## src/shared/sbn_defs.svh

```systemverilog
`ifndef SBN_DEFS_SVH
`define SBN_DEFS_SVH

// Identifiers
`define SBN_SYNC_ID_DEF 11'h080
`define SBN_EMCY_ID_BASE 11'h080
`define SBN_BOOT_ID_BASE 11'h700
`define SBN_NMT_ID 11'h000
// NMT command codes
`define SBN_CS_START 8'h01
`define SBN_CS_STOP 8'h02
`define SBN_CS_PREOP 8'h80
`define SBN_CS_RST_NODE 8'h81
`define SBN_CS_RST_COMM 8'h82
// Emergency reaction modes
`define SBN_REACT_FAULT 2'h0
`define SBN_REACT_WARN 2'h1
`define SBN_REACT_IGNORE 2'h2
// Status values
`define SBN_ERR_HI 8'h21
`define SBN_WARN_BIT 13
// Timing
`define SBN_CLK_HZ 125000000
`define SBN_TICK_MS 1
`define SBN_TICK_CYC (`SBN_CLK_HZ / 1000 * `SBN_TICK_MS)
// Reset values
`define SBN_RST_ERR 16'h0000

`endif

```

## src/shared/sbn_pkg.sv

```systemverilog
package sbn_pkg;
    typedef enum logic [2:0]
    {
        SBN_ST_PREOP = 3'h1,
        SBN_ST_OPER = 3'h2,
        SBN_ST_STOP = 3'h4
    } sbn_nmt_e;

    typedef enum logic [3:0]
    {
        SBN_TX_IDLE = 4'h1,
        SBN_TX_BOOT = 4'h2,
        SBN_TX_EMCY = 4'h4,
        SBN_TX_SYNC = 4'h8
    } sbn_tx_e;
endpackage

```

## src/rtl/sbn_node.sv

```systemverilog
// Contract
// - Master sends SYNC periodically when enabled
// - SYNC has no data, default ID 128
// - SYNC ID zero selects default identifier
// - SYNC period zero disables SYNC
// - Slave fault sends 8-byte emergency, 128+ID
// - Acknowledge sends all-zero emergency
// - Two-bit master emergency reaction select
// - Fault mode: failure state, code 21nn
// - Fault mode sets warning bit 13
// - First emergency node ID is kept
// - Warning mode sets bit 13 and flag, no failure
// - Fault/warn or own breakdown sets flag
// - Flag cleared by fault acknowledgment
// - Boot-up frame 1792+ID, one zero byte
// - NMT uses ID 0, cmd and node
// - Act if node matches or zero
// - Start command enters operational, enables PDO
// - Reset commands reinit, preop, new boot-up
// - SYNC with zero or one byte accepted
// - Sync event selectable SYNC or RxPDO
// - Sync forwards RxPDO, sends TxPDO
// - Stopped blocks SDO and PDO; preop PDO
`timescale 1ns/100ps
`include "sbn_defs.svh"
module sbn_node
#(
    // Millisecond tick length in clock cycles
    parameter int TICK_CYC = `SBN_TICK_CYC
)
(
    // Clock and reset
    input wire logic i_clk_sys,
    input wire logic i_rst,
    // Configuration
    input wire logic i_is_master,
    input wire logic [6:0] i_node_id,
    input wire logic [10:0] i_sync_id_cfg,
    input wire logic [15:0] i_sync_period_ms,
    input wire logic i_sync_pdo_cfg,
    input wire logic [1:0] i_emcy_react,
    input wire logic i_sync_on_rpdo,
    // Application events
    input wire logic i_init_done,
    input wire logic i_fault,
    input wire logic [63:0] i_fault_data,
    input wire logic i_fault_ack,
    input wire logic i_self_breakdown,
    input wire logic [63:0] i_tpdo_app_data,
    // Received frame
    input wire logic i_rx_valid,
    input wire logic [10:0] i_rx_id,
    input wire logic [3:0] i_rx_dlc,
    input wire logic [63:0] i_rx_data,
    input wire logic i_rx_is_rpdo,
    // Frame transmitter
    output logic o_tx_valid,
    input wire logic i_tx_ready,
    output logic [10:0] o_tx_id,
    output logic [3:0] o_tx_dlc,
    output logic [63:0] o_tx_data,
    // Synchronous process data
    output logic o_sync_event,
    output logic [63:0] o_rpdo_app_data,
    output logic o_tpdo_send,
    output logic [63:0] o_tpdo_data,
    // Status
    output logic [2:0] o_nmt_state,
    output logic o_pdo_enable,
    output logic o_sdo_enable,
    output logic o_failure,
    output logic [15:0] o_error_type_code,
    output logic [15:0] o_warning_status,
    output logic o_bus_fault_flag
);

typedef struct packed
{
    sbn_pkg::sbn_nmt_e nmt;
    sbn_pkg::sbn_tx_e tx;
    logic boot_pend;
    logic emcy_pend;
    logic zero_pend;
    logic [63:0] emcy_data;
    logic [16:0] tick_cnt;
    logic [15:0] ms_cnt;
    logic sync_pend;
    logic [63:0] rpdo_buf;
    logic [63:0] rpdo_out;
    logic sync_ev;
    logic tpdo_send;
    logic [63:0] tpdo_data;
    logic failure;
    logic [15:0] err_code;
    logic warn13;
    logic bus_flag;
    logic [10:0] tx_id;
    logic [3:0] tx_dlc;
    logic [63:0] tx_data;
} sbn_state_s;

localparam logic [16:0] TICK_LAST = 17'(TICK_CYC - 1);

sbn_state_s st;
sbn_state_s next_st;

////////////////////////////////////////////////////////////////////////////
// Pin synchronisers for asynchronous application levels
logic [1:0] fault_sy;
logic [1:0] ack_sy;
logic [1:0] brk_sy;
logic fault_q;
logic ack_q;

always_ff @(posedge i_clk_sys or posedge i_rst)
begin
    if (i_rst)
    begin
        fault_sy <= 2'h0;
        ack_sy <= 2'h0;
        brk_sy <= 2'h0;
        fault_q <= 1'b0;
        ack_q <= 1'b0;
    end
    else
    begin
        fault_sy <= {fault_sy[0], i_fault};
        ack_sy <= {ack_sy[0], i_fault_ack};
        brk_sy <= {brk_sy[0], i_self_breakdown};
        fault_q <= fault_sy[1];
        ack_q <= ack_sy[1];
    end
end

wire fault_rise = fault_sy[1] & ~fault_q;
wire ack_rise = ack_sy[1] & ~ack_q;

////////////////////////////////////////////////////////////////////////////
// Frame decode
logic [10:0] sync_id;
logic nmt_hit;
logic sync_hit;
logic emcy_hit;
logic [6:0] emcy_node;

always_comb
begin
    sync_id = (i_sync_id_cfg == 11'h000) ? `SBN_SYNC_ID_DEF : i_sync_id_cfg;
    nmt_hit = i_rx_valid && (i_rx_id == `SBN_NMT_ID) && !i_is_master
        && (i_rx_dlc == 4'h2)
        && ((i_rx_data[15:8] == {1'b0, i_node_id})
        || (i_rx_data[15:8] == 8'h00));
    // zero or one byte SYNC, shared identifier
    sync_hit = i_rx_valid && (i_rx_id == sync_id) && (i_rx_dlc <= 4'h1);
    emcy_node = 7'(i_rx_id - `SBN_EMCY_ID_BASE);
    emcy_hit = i_rx_valid && i_is_master && (i_rx_dlc == 4'h8)
        && (i_rx_id > `SBN_EMCY_ID_BASE) && (i_rx_id <= 11'h0BF);
end

////////////////////////////////////////////////////////////////////////////
// Next state
always_comb
begin
    next_st = st;
    next_st.sync_ev = 1'b0;
    next_st.tpdo_send = 1'b0;
    // Transmit arbiter first: requests raised below win a same-cycle clear
    case (st.tx)
        sbn_pkg::SBN_TX_IDLE:
        begin
            if (st.boot_pend)
            begin
                next_st.tx = sbn_pkg::SBN_TX_BOOT;
                next_st.tx_id = `SBN_BOOT_ID_BASE + {4'h0, i_node_id};
                next_st.tx_dlc = 4'h1;
                next_st.tx_data = 64'h0;
                next_st.boot_pend = 1'b0;
            end
            else if (st.emcy_pend || st.zero_pend)
            begin
                next_st.tx = sbn_pkg::SBN_TX_EMCY;
                next_st.tx_id = `SBN_EMCY_ID_BASE + {4'h0, i_node_id};
                next_st.tx_dlc = 4'h8;
                next_st.tx_data = st.emcy_pend ? st.emcy_data : 64'h0;
                if (st.emcy_pend)
                begin
                    next_st.emcy_pend = 1'b0;
                end
                else
                begin
                    next_st.zero_pend = 1'b0;
                end
            end
            else if (st.sync_pend)
            begin
                next_st.tx = sbn_pkg::SBN_TX_SYNC;
                next_st.tx_id = sync_id;
                next_st.tx_dlc = 4'h0;
                next_st.tx_data = 64'h0;
                next_st.sync_pend = 1'b0;
            end
        end
        sbn_pkg::SBN_TX_BOOT,
        sbn_pkg::SBN_TX_EMCY,
        sbn_pkg::SBN_TX_SYNC:
        begin
            if (i_tx_ready)
            begin
                next_st.tx = sbn_pkg::SBN_TX_IDLE;
            end
        end
        default: next_st.tx = sbn_pkg::SBN_TX_IDLE;
    endcase
    if (i_rx_valid && i_rx_is_rpdo)
    begin
        next_st.rpdo_buf = i_rx_data;
    end
    if (i_init_done)
    begin
        next_st.boot_pend = 1'b1;
    end
    if (nmt_hit)
    begin
        case (i_rx_data[7:0])
            `SBN_CS_START: next_st.nmt = sbn_pkg::SBN_ST_OPER;
            `SBN_CS_STOP: next_st.nmt = sbn_pkg::SBN_ST_STOP;
            `SBN_CS_PREOP: next_st.nmt = sbn_pkg::SBN_ST_PREOP;
            `SBN_CS_RST_NODE,
            `SBN_CS_RST_COMM:
            begin
                next_st.nmt = sbn_pkg::SBN_ST_PREOP;
                next_st.boot_pend = 1'b1;
            end
            default: next_st.nmt = st.nmt;
        endcase
    end
    // slave emergency requests; ack queues a zero frame
    if (!i_is_master && fault_rise)
    begin
        next_st.emcy_pend = 1'b1;
        next_st.emcy_data = i_fault_data;
    end
    if (!i_is_master && ack_rise)
    begin
        next_st.zero_pend = 1'b1;
    end
    if (st.tick_cnt == TICK_LAST)
    begin
        next_st.tick_cnt = 17'h00000;
    end
    else
    begin
        next_st.tick_cnt = st.tick_cnt + 17'h00001;
    end
    if (!i_is_master || !i_sync_pdo_cfg || i_sync_period_ms == 16'h0000)
    begin
        next_st.ms_cnt = 16'h0000;
    end
    else if (st.tick_cnt == TICK_LAST)
    begin
        if (st.ms_cnt + 16'h0001 >= i_sync_period_ms)
        begin
            next_st.ms_cnt = 16'h0000;
            next_st.sync_pend = 1'b1;
        end
        else
        begin
            next_st.ms_cnt = st.ms_cnt + 16'h0001;
        end
    end
    if (st.nmt == sbn_pkg::SBN_ST_OPER
        && ((i_sync_on_rpdo ? (i_rx_valid && i_rx_is_rpdo) : sync_hit)
        || (st.tx == sbn_pkg::SBN_TX_SYNC && i_tx_ready)))
    begin
        next_st.sync_ev = 1'b1;
        next_st.rpdo_out = (i_rx_valid && i_rx_is_rpdo) ? i_rx_data
            : st.rpdo_buf;
        next_st.tpdo_send = 1'b1;
        next_st.tpdo_data = i_tpdo_app_data;
    end
    if (emcy_hit && i_rx_data != 64'h0 && i_emcy_react != `SBN_REACT_IGNORE)
    begin
        next_st.warn13 = 1'b1;
        next_st.bus_flag = 1'b1;
        if (i_emcy_react == `SBN_REACT_FAULT)
        begin
            next_st.failure = 1'b1;
            if (!st.failure)
            begin
                next_st.err_code = {`SBN_ERR_HI, 1'b0, emcy_node};
            end
        end
    end
    if (i_is_master && ack_rise && !(emcy_hit && i_rx_data != 64'h0))
    begin
        next_st.bus_flag = 1'b0;
        next_st.failure = 1'b0;
        next_st.warn13 = 1'b0;
        next_st.err_code = `SBN_RST_ERR;
    end
    if (i_is_master && brk_sy[1])
    begin
        next_st.bus_flag = 1'b1;
    end
end

////////////////////////////////////////////////////////////////////////////
// State register
always_ff @(posedge i_clk_sys or posedge i_rst)
begin
    if (i_rst)
    begin
        st <= '0;
        st.nmt <= sbn_pkg::SBN_ST_PREOP;
        st.tx <= sbn_pkg::SBN_TX_IDLE;
        st.err_code <= `SBN_RST_ERR;
    end
    else
    begin
        st <= next_st;
    end
end

////////////////////////////////////////////////////////////////////////////
// Outputs
always_comb
begin
    o_tx_valid = (st.tx != sbn_pkg::SBN_TX_IDLE);
    o_tx_id = st.tx_id;
    o_tx_dlc = st.tx_dlc;
    o_tx_data = st.tx_data;
    o_sync_event = st.sync_ev;
    o_rpdo_app_data = st.rpdo_out;
    o_tpdo_send = st.tpdo_send;
    o_tpdo_data = st.tpdo_data;
    o_nmt_state = st.nmt;
    o_pdo_enable = (st.nmt == sbn_pkg::SBN_ST_OPER);
    o_sdo_enable = (st.nmt != sbn_pkg::SBN_ST_STOP);
    o_failure = st.failure;
    o_error_type_code = st.err_code;
    o_warning_status = {2'h0, st.warn13, 13'h0000};
    o_bus_fault_flag = st.bus_flag;
end

////////////////////////////////////////////////////////////////////////////
// Checks
AST_SYNC_EMPTY: assert property (
    @(posedge i_clk_sys) disable iff (i_rst)
    st.tx == sbn_pkg::SBN_TX_SYNC |-> o_tx_dlc == 4'h0)
    else $error("SYNC frame carries data");
AST_SYNC_DEF_ID: assert property (
    @(posedge i_clk_sys) disable iff (i_rst)
    st.tx == sbn_pkg::SBN_TX_SYNC && i_sync_id_cfg == 11'h000
    |-> o_tx_id == 11'h080)
    else $error("SYNC default identifier wrong");
AST_SYNC_OFF: assert property (
    @(posedge i_clk_sys) disable iff (i_rst)
    i_sync_period_ms == 16'h0000 |=> !st.sync_pend || $past(st.sync_pend))
    else $error("SYNC raised while disabled");
AST_BOOT_FRAME: assert property (
    @(posedge i_clk_sys) disable iff (i_rst)
    st.tx == sbn_pkg::SBN_TX_BOOT
    |-> o_tx_dlc == 4'h1 && o_tx_data == 64'h0
    && o_tx_id == 11'h700 + {4'h0, i_node_id})
    else $error("Boot-up frame malformed");
AST_EMCY_LEN: assert property (
    @(posedge i_clk_sys) disable iff (i_rst)
    st.tx == sbn_pkg::SBN_TX_EMCY |-> o_tx_dlc == 4'h8)
    else $error("Emergency frame length wrong");
AST_FAULT_CODE: assert property (
    @(posedge i_clk_sys) disable iff (i_rst)
    emcy_hit && i_rx_data != 64'h0 && i_emcy_react == 2'h0 && !st.failure
    && !ack_rise |=> o_failure && o_error_type_code[15:8] == 8'h21)
    else $error("Fault shutdown not recorded");
AST_FIRST_KEPT: assert property (
    @(posedge i_clk_sys) disable iff (i_rst)
    st.failure && !ack_rise |=> $stable(o_error_type_code))
    else $error("First failed node overwritten");
AST_WARN_ONLY: assert property (
    @(posedge i_clk_sys) disable iff (i_rst)
    emcy_hit && i_rx_data != 64'h0 && i_emcy_react == 2'h1 && !st.failure
    |=> !o_failure && o_warning_status[13])
    else $error("Warning mode misbehaved");
AST_FLAG_SET: assert property (
    @(posedge i_clk_sys) disable iff (i_rst)
    o_warning_status[13] |-> o_bus_fault_flag)
    else $error("Bus fault flag missing");
AST_PDO_GATE: assert property (
    @(posedge i_clk_sys) disable iff (i_rst)
    o_tpdo_send |-> $past(st.nmt) == sbn_pkg::SBN_ST_OPER)
    else $error("PDO sent outside operational");
AST_START_CMD: assert property (
    @(posedge i_clk_sys) disable iff (i_rst)
    nmt_hit && i_rx_data[7:0] == 8'h01 |=> o_pdo_enable)
    else $error("Start command not obeyed");
COV_SYNC_TX: cover property (@(posedge i_clk_sys) disable iff (i_rst)
    st.tx == sbn_pkg::SBN_TX_SYNC && i_tx_ready);
COV_FAULT: cover property (@(posedge i_clk_sys) disable iff (i_rst)
    $rose(o_failure));
COV_RESET_CMD: cover property (@(posedge i_clk_sys) disable iff (i_rst)
    nmt_hit && i_rx_data[7:0] == 8'h82);
COV_SYNC_EV: cover property (@(posedge i_clk_sys) disable iff (i_rst)
    o_sync_event);

endmodule

```

## config.mk

```make
export PLATFORM = sky130hd
export DESIGN_NAME = sbn_node
export DESIGN_NICKNAME = d
export VERILOG_FILES = /design/src/shared/sbn_pkg.sv /design/src/rtl/sbn_node.sv
export VERILOG_INCLUDE_DIRS = /design/src /design/src/shared
export SDC_FILE = /design/constraint.sdc
export NUM_CORES = 1
export LEC_CHECK = 0
export BUFFER_PORTS_ARGS = -buffer_cell sky130_fd_sc_hd__buf_2
export CORE_MARGIN = 5
export CORE_UTILIZATION = 53
export CTS_BUF_LIST = sky130_fd_sc_hd__clkbuf_16
export CTS_CLUSTER_DIAMETER = 150
export DETAILED_ROUTE_END_ITERATION = 8
export GPL_TIMING_DRIVEN = 0
export PLACE_DENSITY = 0.9
export SYNTH_ARGS = -nofsm -noshare
export SYNTH_HDL_FRONTEND = slang
export SYNTH_SLANG_ARGS = --single-unit
```

## constraint.sdc

```tcl
create_clock -name i_clk_sys -period 15.17 [get_ports i_clk_sys]
set_input_delay 0 -clock i_clk_sys [delete_from_list [all_inputs] [get_ports i_clk_sys]]
set_output_delay 0 -clock i_clk_sys [all_outputs]
set_load 0.1 [all_outputs]
```

==> impl_metrics.toml, run 1 <==
[timing]
tightest_slew_ns = 1.21
hold_violations = 0
maxSlewViolCount = 0
fin_hold_ws_ns = 0.0280
slew_headroom_pct = 18.7
period_needed_ns = 4.19
finalCritPeriodShare_pct = 27.6
finalSetupViolCount = 0
tns_ns = 0
rsz0062_at_grt = "no"
fmax_mhz = 239
fin_skew_ns = 0.0207

[floorplan]
die_x_um = 195
die_area_mm2 = 0.0381
initial_utilization_pct = 54.0
die_h_um = 195
num_io_pins = 504
coreArea_mm2 = 0.0337
std_cell_rows = 67

[power]
leakagePower_uw = 0.0131
power_density_mw_per_mm2 = 161
vdd_ir_drop_max_uv = 204
power_uw = 4010

[routing]
vias = 15457
routed_wl_um = 63500
wl_per_cell_um = 22.7
dr.pass1.iters = 8
drc = 0
drtIter0Drc = 959
ant_nets = 0
avgViaCountPerCell = 5.52

[logic_synthesis]
syn_area_per_cell_um2 = 11.8
yosysWarnings = 0
synth-main-ff-cell = "dfrtp_1"
synth.area.top_cells = "dfrtp_1, mux2_2, buf_4, nand2_1, o21ai_0"
synth_top_family_by_area = "multiplexers"
async_flop_share_pct = 100
netlist_area_mm2 = 0.0182
synth_common_cells = "dfrtp_1, mux2_2, buf_4, nand2_1, o21ai_0"
synthXorXnorAreaFrac_pct = 2.02
synthMuxAreaShare_pct = 16.2
synth-seq-cells = 397
yosysMostFrequentCell = "dfrtp_1"
synth_top_area_share_pct = 54.3
ys_seq_area_share_pct = 54.6
synth_fa_ha_area_share_pct = 1.24
yosys.area_share.simple_pct = 8.79
syn_inst = 1540
synth_compound_area_share_pct = 5.19
synth-edff-count = 0
synth_top_area_cell = "dfrtp_1"
synth.distinct_cells = 64

[cts]
numCtsBuffers = 42
worstSkewPairLatency_ns = 0.54
clock_sinks = 397
cts_buffer_depth = 3
cts_tree = "built"
root_buffer = "clkbuf_16"
clk_pin_slew_ns = 0.06
h-tree-depth = 2

[worst_setup_path]
cp-start-kind = "flop"
path_max_fanout = 10
end_kind = "flop"
required_ns = 15.60
path_class = "reg2reg"
crit_arrival_ns = 4.62

[finish]
fin_nets = 2593
instances_no_fill = 2802
stdcell_area_mm2 = 0.0250
drive_gt1_share_pct = 45.7
syn_to_final_growth_pct = 37.1

[grt]
grt_use_total_pct = 32.3
overflow = 0
antenna_found_initial = 3
grt_pass1_vias = 16826
grt_max_degree = 133
grt_pass1_wl_um = 97000

[hold_path]
hold_class = "in2async"

[place]
io_buffers = 477
dpl_cell_area_mm2 = 0.0213
dp.cells = 2491
routabilityCongestion = 0.894
hpwl_um = 38400

[job]
maxCapViolCount = 0

[run_status]
status = "finished, final reports clean"
==> final timing paths <==
| path | from | endpoint | slack [ns] | cells past startpoint |
|---|---|---|---|---|
| max in group asynchronous | i_rst | o_tpdo_data[47] | 13.67 | 5 |
| worst min-delay path | i_rst | o_error_type_code[6] | 0.03 | 3 |
| worst max-delay path | st[293] | st[298] | 10.98 | 14 |
| worst max register to register | st[293] | st[298] | 10.98 | 14 |
| min in group i_clk_sys | i_rx_data[0] | st[228] | 0.05 | 2 |
| worst min register to register | brk_sy[0] | brk_sy[1] | 0.35 | 0 |
==> power by group <==
group	total (µW)	internal [µW]	switching, µW
Clock	981	550	431
Sequential	1350	1240	116
Combinational	1680	400	1280
==> cells by family (layout without fill, tap and decap cells) <==
kind of cell    Yosys count  count (layout)
simple gates            334             334
compound gates          157             157
fa+ha+maj                18              18
flops                   397             397
buf+inv                 328            1117
xor+xnor                 42              42
mux                     263             263
other cells               1              26
==> stage by stage <==
| step | worst slack [ns] | utilization, % |
|---|---|---|
| floorplan | 4.13 | - |
| global placement | 0.342 | 63.0 |
| detailed placement | 11.14 | 63.3 |
| CTS | 11.08 | 74.0 |
| global route | 10.76 | 74.1 |
| finish | 10.98 | 74.1 |
==> critical path, stage by stage, from the launching register on <==
cell and delay (ns):
dfrtp_1 0.46, ha_1 0.23, nand3_1 0.15, nor2_1 0.31, nand3_1 0.21, and2_1 0.21
or2_2 0.29, ha_1 0.29, a21o_1 0.18, a221oi_1 0.40, a21boi_0 0.31, a311o_1 0.18
clkbuf_1 0.40, nand2_1 0.22, o211ai_1 0.25
==> cells in the final DEF, fill, tap and decap left out, drive strengths merged, types with 8 or more instances in the layout <==
cell type and count:
o21ai 97, clkbuf 86, and3 8, nor2 38
dlygate4sd3 233, xor2 27, nand3 13, inv 31
xnor2 15, clkinv 18, ha 18, buf 744
a21oi 12, dfrtp 395, a22o 15, mux2 256
nor4 27, nand2 183, o211ai 11, nand4 11
conb 24
==> flip-flops by register name, summed over array words and instances, names as in the netlist <==
register / count
st: 169
o_rpdo_app_data: 64
o_tpdo_data: 64
o_tx_data: 64
o_tx_id: 11
o_error_type_code: 8
o_nmt_state: 3
ack_sy: 2
brk_sy: 2
fault_sy: 2
o_tx_dlc: 2
ack_q: 1
fault_q: 1
o_bus_fault_flag: 1
o_failure: 1
o_sync_event: 1
o_warning_status: 1
==> cell type report <==
class	instances	area, µm²
diodes	2	5.00
plain buffers	305	2080
clock buffers	45	1130
clock inverters	31	165
fillers	1948	8740
inverters	23	93.8
multi-input cells	838	6180
flip-flops and latches	397	9940
well taps	448	561
repair buffers	713	4800
==> routing by layer <==
metal	global-route usage [%]	wire length, µm	up-vias	part of all wire [%]
li1	-	-	6580	-
met5	0	7	-	0.011
met3	8.20	5760	258	9.1
met2	57.3	32500	1061	51
met4	15.2	3490	2	5.5
met1	36.4	21700	7556	34
==> timing repair <==
item | CTS | global route
gates resized for setup | 0 | 0
endpoints found under the hold margin | 428 | 0
hold buffers | 233 | 0
setup buffers | 0 | 0
No activity file was read; power rests on OpenSTA's default activity.
==> inputs of run 2 (changes only) <==
- clock period: 15.17 -> 4.3 ns (I/O delays scaled with it)
==> run 2 against run 1 <==
Effect of this change: global-route usage increased by 2.2 points; non-clock buffer count increased by 8; critical path depth unchanged; core utilization increased by 0.76 points; clock skew increased by 0.0014 ns; critical path type unchanged.
==> impl_metrics.toml, run 2 (synthesis results as in run 1) <==
[finish]
drive_gt1_share_pct = 46.2
final_cell_mix = "buf_2, dfrtp_1, mux2_2, buf_4, dlygate4sd3_1"
top_register = "st"
largest_reg_flops = 169
final_common_cell = "buf_2"
syn_to_final_growth_pct = 38.5
fin_nets = 2601
stdcell_area_mm2 = 0.0252
nFillCells = 1879
instances_no_fill = 2815

[floorplan]
num_io_pins = 504
std_cell_rows = 67
die_area_mm2 = 0.0381
die_x_um = 195
initial_utilization_pct = 54.0
coreArea_mm2 = 0.0337
die_h_um = 195

[power]
leakagePower_uw = 0.0132
vdd_ir_drop_max_uv = 1020
power_density_mw_per_mm2 = 578

[place]
routabilityCongestion = 0.909
dp.cells = 2499
io_buffers = 477
dpl_cell_area_mm2 = 0.0215
hpwl_um = 39200

[cts]
root_buffer = "clkbuf_16"
h-tree-depth = 2
ctsResizeCount = 0
clk_pin_slew_ns = 0.08
numCtsBuffers = 42
cts_tree = "built"
worstSkewPairLatency_ns = 0.55
postCtsSetupBuffers = 0
cts_buffer_depth = 3
clock_sinks = 397

[routing]
routed_wl_um = 67800
wl_per_cell_um = 24.1
dr.pass1.iters = 6
drc = 0
ant_nets = 0
avgViaCountPerCell = 5.70
drtIter0Drc = 1279
vias = 16032

[timing]
slew_headroom_pct = 29.9
maxSlewViolCount = 0
fmax_mhz = 253
rsz0062_at_grt = "no"
hold_violations = 0
fin_skew_ns = 0.0221
finalSetupViolCount = 0
tns_ns = 0
finalCritPeriodShare_pct = 91.8
period_needed_ns = 3.95
tightest_slew_ns = 1.04

[worst_setup_path]
reg2reg_depth = 14
path_max_fanout = 10
path_cells = "ha_1 > nand3_1 > nor2_1 > nand3_1 > and2_1 > or2_2 > ha_1 > a21o_1 > a221oi_1 > a21boi_0 > a311o_1 > clkbuf_1 > nand2_1 > o211ai_1"
r2r-end = "st[299]"
reg2reg_setup_slack_ns = 0.35
cpMaxStageDelayCell = "dfrtp_1"
end_kind = "flop"
path_class = "reg2reg"
cp-start-kind = "flop"
critPathMaxStageDelay_ns = 0.44
crit_arrival_ns = 4.39
required_ns = 4.75
reg2reg_from = "st[293]"

[grt]
grt_pass1_vias = 17560
grt_max_degree = 45
antenna_found_initial = 2
grt_use_total_pct = 34.5
grt_pass1_wl_um = 103000
overflow = 0

[job]
maxCapViolCount = 0

[hold_path]
hold_class = "in2async"

[run_status]
status = "finished, final reports clean"
run 2: cell count changes in the layout (fill, tap and decap cells not counted):
cell / delta
nor3b_2: +1
inv_6: +2
diode_2: +3
nor3b_1: -1
clkinv_4: +1
inv_8: -1
clkinv_1: -4
inv_1: -2
clkbuf_16: -3
clkinvlp_4: +3
bufinv_16: +5
buf_16: -3
clkinv_8: +1
buf_12: +11
run 2: cell type report:
cell class / instances / area, µm² / share of cell area, %
clock buffers: 42 / 1050 / 4.17
plain buffers: 305 / 2080 / 8.27
flip-flops and latches: 397 / 9940 / 39.4
diodes: 5 / 12.5 / 0.0496
well taps: 448 / 561 / 2.22
clock inverters: 36 / 350 / 1.39
multi-input cells: 838 / 6190 / 24.5
repair buffers: 721 / 4940 / 19.6
inverters: 23 / 90.1 / 0.357
run 2: how the worst max path moves through the flow:
| stage | start | endpoint | slack (ns) | cells past startpoint |
|---|---|---|---|---|
| finish | st[293] | st[299] | 0.35 | 14 |
| global placement | i_rst | st[336] | -3.03 | 2 |
| CTS | st[293] | st[299] | 0.42 | 14 |
| detailed placement | st[293] | st[299] | 0.46 | 14 |
| floorplan | i_rst | ack_q | -1.04 | 1 |
| global route | st[293] | st[298] | 0.11 | 14 |
run 2: repair_timing:
item / CTS / global route
hold endpoints to repair: 370 / 0
setup endpoints to repair: 0 / 0
hold buffers: 233 / 0
run 2: power by group:
| group | internal (µW) | switching [µW] | total [µW] |
|---|---|---|---|
| Sequential | 4360 | 415 | 4770 |
| Combinational | 1430 | 4580 | 6010 |
| Clock | 2160 | 1630 | 3790 |
run 2: per-stage QoR:
step                setup slack (ns)  util (%)  hold WS [ns]  power, µW
floorplan                      -1.04         -        0.0314       9250
global placement               -3.03      63.0         0.111      10200
detailed placement             0.460      63.7        0.0333      10400
CTS                            0.424      74.8      0.000312      14300
global route                   0.110      74.8        0.0692      15000
finish                         0.352      74.8        0.0323      14600
run 2: worst max-delay path, delay by kind of cell (launching register included):
| family | cells | cell delay (ns) |
|---|---|---|
| buffers and inverters | 1 | 0.39 |
| DFF | 1 | 0.44 |
| and+or+nand+nor | 6 | 1.37 |
| adders and majority gates | 2 | 0.50 |
| AOI/OAI and AO/OA | 5 | 1.14 |
run 2: metal layers:
layer | up-vias | part of all wire, % | GRT usage [%]
li1 | 6601 | - | -
met1 | 7812 | 33 | 37.9
met2 | 1237 | 50 | 59.8
met3 | 382 | 9.3 | 8.46
met4 | 0 | 7.5 | 21.6
met5 | - | 0 | 0
==> inputs of run 3 (changes only) <==
- CORE_UTILIZATION: 53 -> 45
- PLACE_DENSITY: 0.9 -> 0.79
==> run 3 against run 2 <==
Effect of this change: combinational power decreased by 3%; sequential power decreased by 1%; sequential cell count unchanged; register-to-register slack improved by 0.14 ns; clock power decreased by 3%; via count decreased by 7.8%; highest routed layer is now met5; die area increased by 17%.
==> impl_metrics.toml, run 3 (synthesis results as in run 1) <==
[timing]
fin_hold_ws_ns = 0.0591
period_needed_ns = 3.81
tightest_slew_ns = 1.10
tns_ns = 0
finalCritPeriodShare_pct = 88.5
fin_skew_ns = 0.0187
slew_headroom_pct = 25.9
maxSlewViolCount = 0
fmax_mhz = 263
rsz0062_at_grt = "no"
finalSetupViolCount = 0
setup_ws_ns = 0.494
hold_violations = 0

[routing]
wl_met1_um = 21600
wl_met3_um = 4650
avgViaCountPerCell = 5.11
wl_per_cell_um = 20.5
dr.pass1.iters = 5
vias = 14777
ant_nets = 0
highest_layer = "met5"
route.met2.wl_um = 30300
drtIter0Drc = 978
routed_wl_um = 59400
drc = 0

[run_status]
status = "finished, final reports clean"

[grt]
grt_use_total_pct = 25.9
grt_pass1_vias = 16263
grt_max_degree = 44
overflow = 0
grt_pass1_wl_um = 91000
antenna_found_initial = 3

[finish]
instances_no_fill = 2893
stdcell_area_mm2 = 0.0253
syn_to_final_growth_pct = 39.1
final_common_cell = "buf_2"
final_cell_mix = "buf_2, dfrtp_1, mux2_2, buf_4, dlygate4sd3_1"
drive_gt1_share_pct = 46.1
fin_nets = 2606
top_register = "st"
nFillCells = 2799
largest_reg_flops = 169

[floorplan]
die_x_um = 211
die_area_mm2 = 0.0446
num_io_pins = 504
coreArea_mm2 = 0.0399
initial_utilization_pct = 45.6
die_h_um = 211
std_cell_rows = 73

[power]
leakagePower_uw = 0.0132
share_comb_of_total_power_pct = 41.1
switching_power_uw = 6330
switching_share_pct = 44.4
internal-power_uw = 7920
clkPwrFrac_pct = 25.8
vdd_ir_drop_max_uv = 442
power_density_mw_per_mm2 = 562
p_seq_share_pct = 33.1

[hold_path]
hold_class = "in2reg"

[cts]
clock_sinks = 397
cts_tree = "built"
h-tree-depth = 2
root_buffer = "clkbuf_16"
worstSkewPairLatency_ns = 0.57
clk_pin_slew_ns = 0.07
numCtsBuffers = 44
cts_buffer_depth = 3
postCtsSetupBuffers = 0

[worst_setup_path]
cp_num_cells = 14
end_kind = "flop"
crit_family = "simple AND/OR/NAND/NOR gates"
r2r-end = "st[298]"
path_cells = "ha_1 > nand3_1 > nor2_1 > nand3_1 > and2_1 > or2_2 > ha_1 > a21o_1 > a221oi_1 > a21boi_0 > a311o_1 > clkbuf_2 > nand2_1 > o211ai_1"
crit_buf_inv = 1
cp-endpoint = "st[298]"
cp-start-kind = "flop"
reg2reg_from = "st[293]"
crit_arrival_ns = 4.29
reg2reg_depth = 14
path_max_fanout = 10
critPathMaxStageDelay_ns = 0.44
required_ns = 4.78
path_class = "reg2reg"
critPathLaunch = "st[293]"
cpMaxStageDelayCell = "dfrtp_1"
reg2reg_setup_slack_ns = 0.49

[place]
routabilityCongestion = 0.865
hpwl_um = 39000
dp.cells = 2576
io_buffers = 477
place_ws_ns = 0.326
dpl_cell_area_mm2 = 0.0216

[job]
maxCapViolCount = 0
==> run 3: cell types whose count changed in the layout (fill, tap and decap cells not counted), moves of 2 or more <==
cell           change
dlygate4sd3_1      +3
clkinv_2           +2
diode_2            -3
clkinvlp_4         -3
bufinv_16          -2
clkinv_1           +2
inv_1              +2
clkbuf_16          +3
==> run 3: worst reg2reg max path: stages, from the launching register on <==
cell,delay (ns)
dfrtp_1,0.44
ha_1,0.22
nand3_1,0.14
nor2_1,0.29
nand3_1,0.20
and2_1,0.21
or2_2,0.30
ha_1,0.29
a21o_1,0.18
a221oi_1,0.40
a21boi_0,0.28
a311o_1,0.16
clkbuf_2,0.24
nand2_1,0.17
o211ai_1,0.20
==> run 3: metal layers <==
layer / up-vias / GRT usage (%)
li1: 6589 / -
met1: 7305 / 29.1
met2: 685 / 45.7
met3: 196 / 6.77
met4: 2 / 12.6
met5: - / 0
==> run 3: power groups by stage <==
stage / clock network (µW) / logic [µW] / registers (µW)
floorplan: 0 / 4590 / 4660
global placement: 0 / 5510 / 4720
detailed placement: 0 / 5600 / 4750
CTS: 3710 / 5790 / 4690
global route: 3900 / 6120 / 4770
finish: 3680 / 5850 / 4710
==> run 3: worst min path at each step <==
| stage | from | endpoint | slack [ns] | cells past startpoint |
|---|---|---|---|---|
| 3_5_place_dp | i_fault | fault_sy[0] | 0.11 | 1 |
| 2_1_floorplan | i_fault_ack | ack_sy[0] | 0.03 | 0 |
| 3_3_place_gp | i_fault_ack | ack_sy[0] | 0.11 | 1 |
| 5_1_grt | i_rx_id[6] | o_warning_status[13] | 0.08 | 5 |
| 6_report | i_rx_id[6] | o_bus_fault_flag | 0.06 | 5 |
| 4_1_cts | i_rx_id[6] | o_bus_fault_flag | 0.02 | 5 |
==> run 3: through the flow <==
stage | util [%] | total power, µW
4_1_cts | 63.4 | 14200
6_report | 63.4 | 14200
3_3_place_gp | 53.5 | 10200
3_5_place_dp | 54.0 | 10400
5_1_grt | 63.4 | 14800
2_1_floorplan | - | 9250
==> run 3: area by class of cell <==
class                           instances  area (µm²)  share of cell area, %
Sequential cell                       397        9940                   39.2
Tap cell                              525         657                   2.59
Buffer                                305        2090                   8.24
Timing Repair Buffer                  724        4980                   19.7
Antenna cell                            2        5.00                 0.0198
Clock buffer                           45        1130                   4.45
Clock inverter                         34         259                   1.02
Inverter                               23        90.1                  0.356
Multi-Input combinational cell        838        6190                   24.4
==> run 3: what timing repair did <==
item | in CTS | in global routing
hold buffers | 236 | 0
endpoints found under the hold margin | 379 | 0
setup endpoints to repair | 0 | 3
resized for setup | 0 | 2
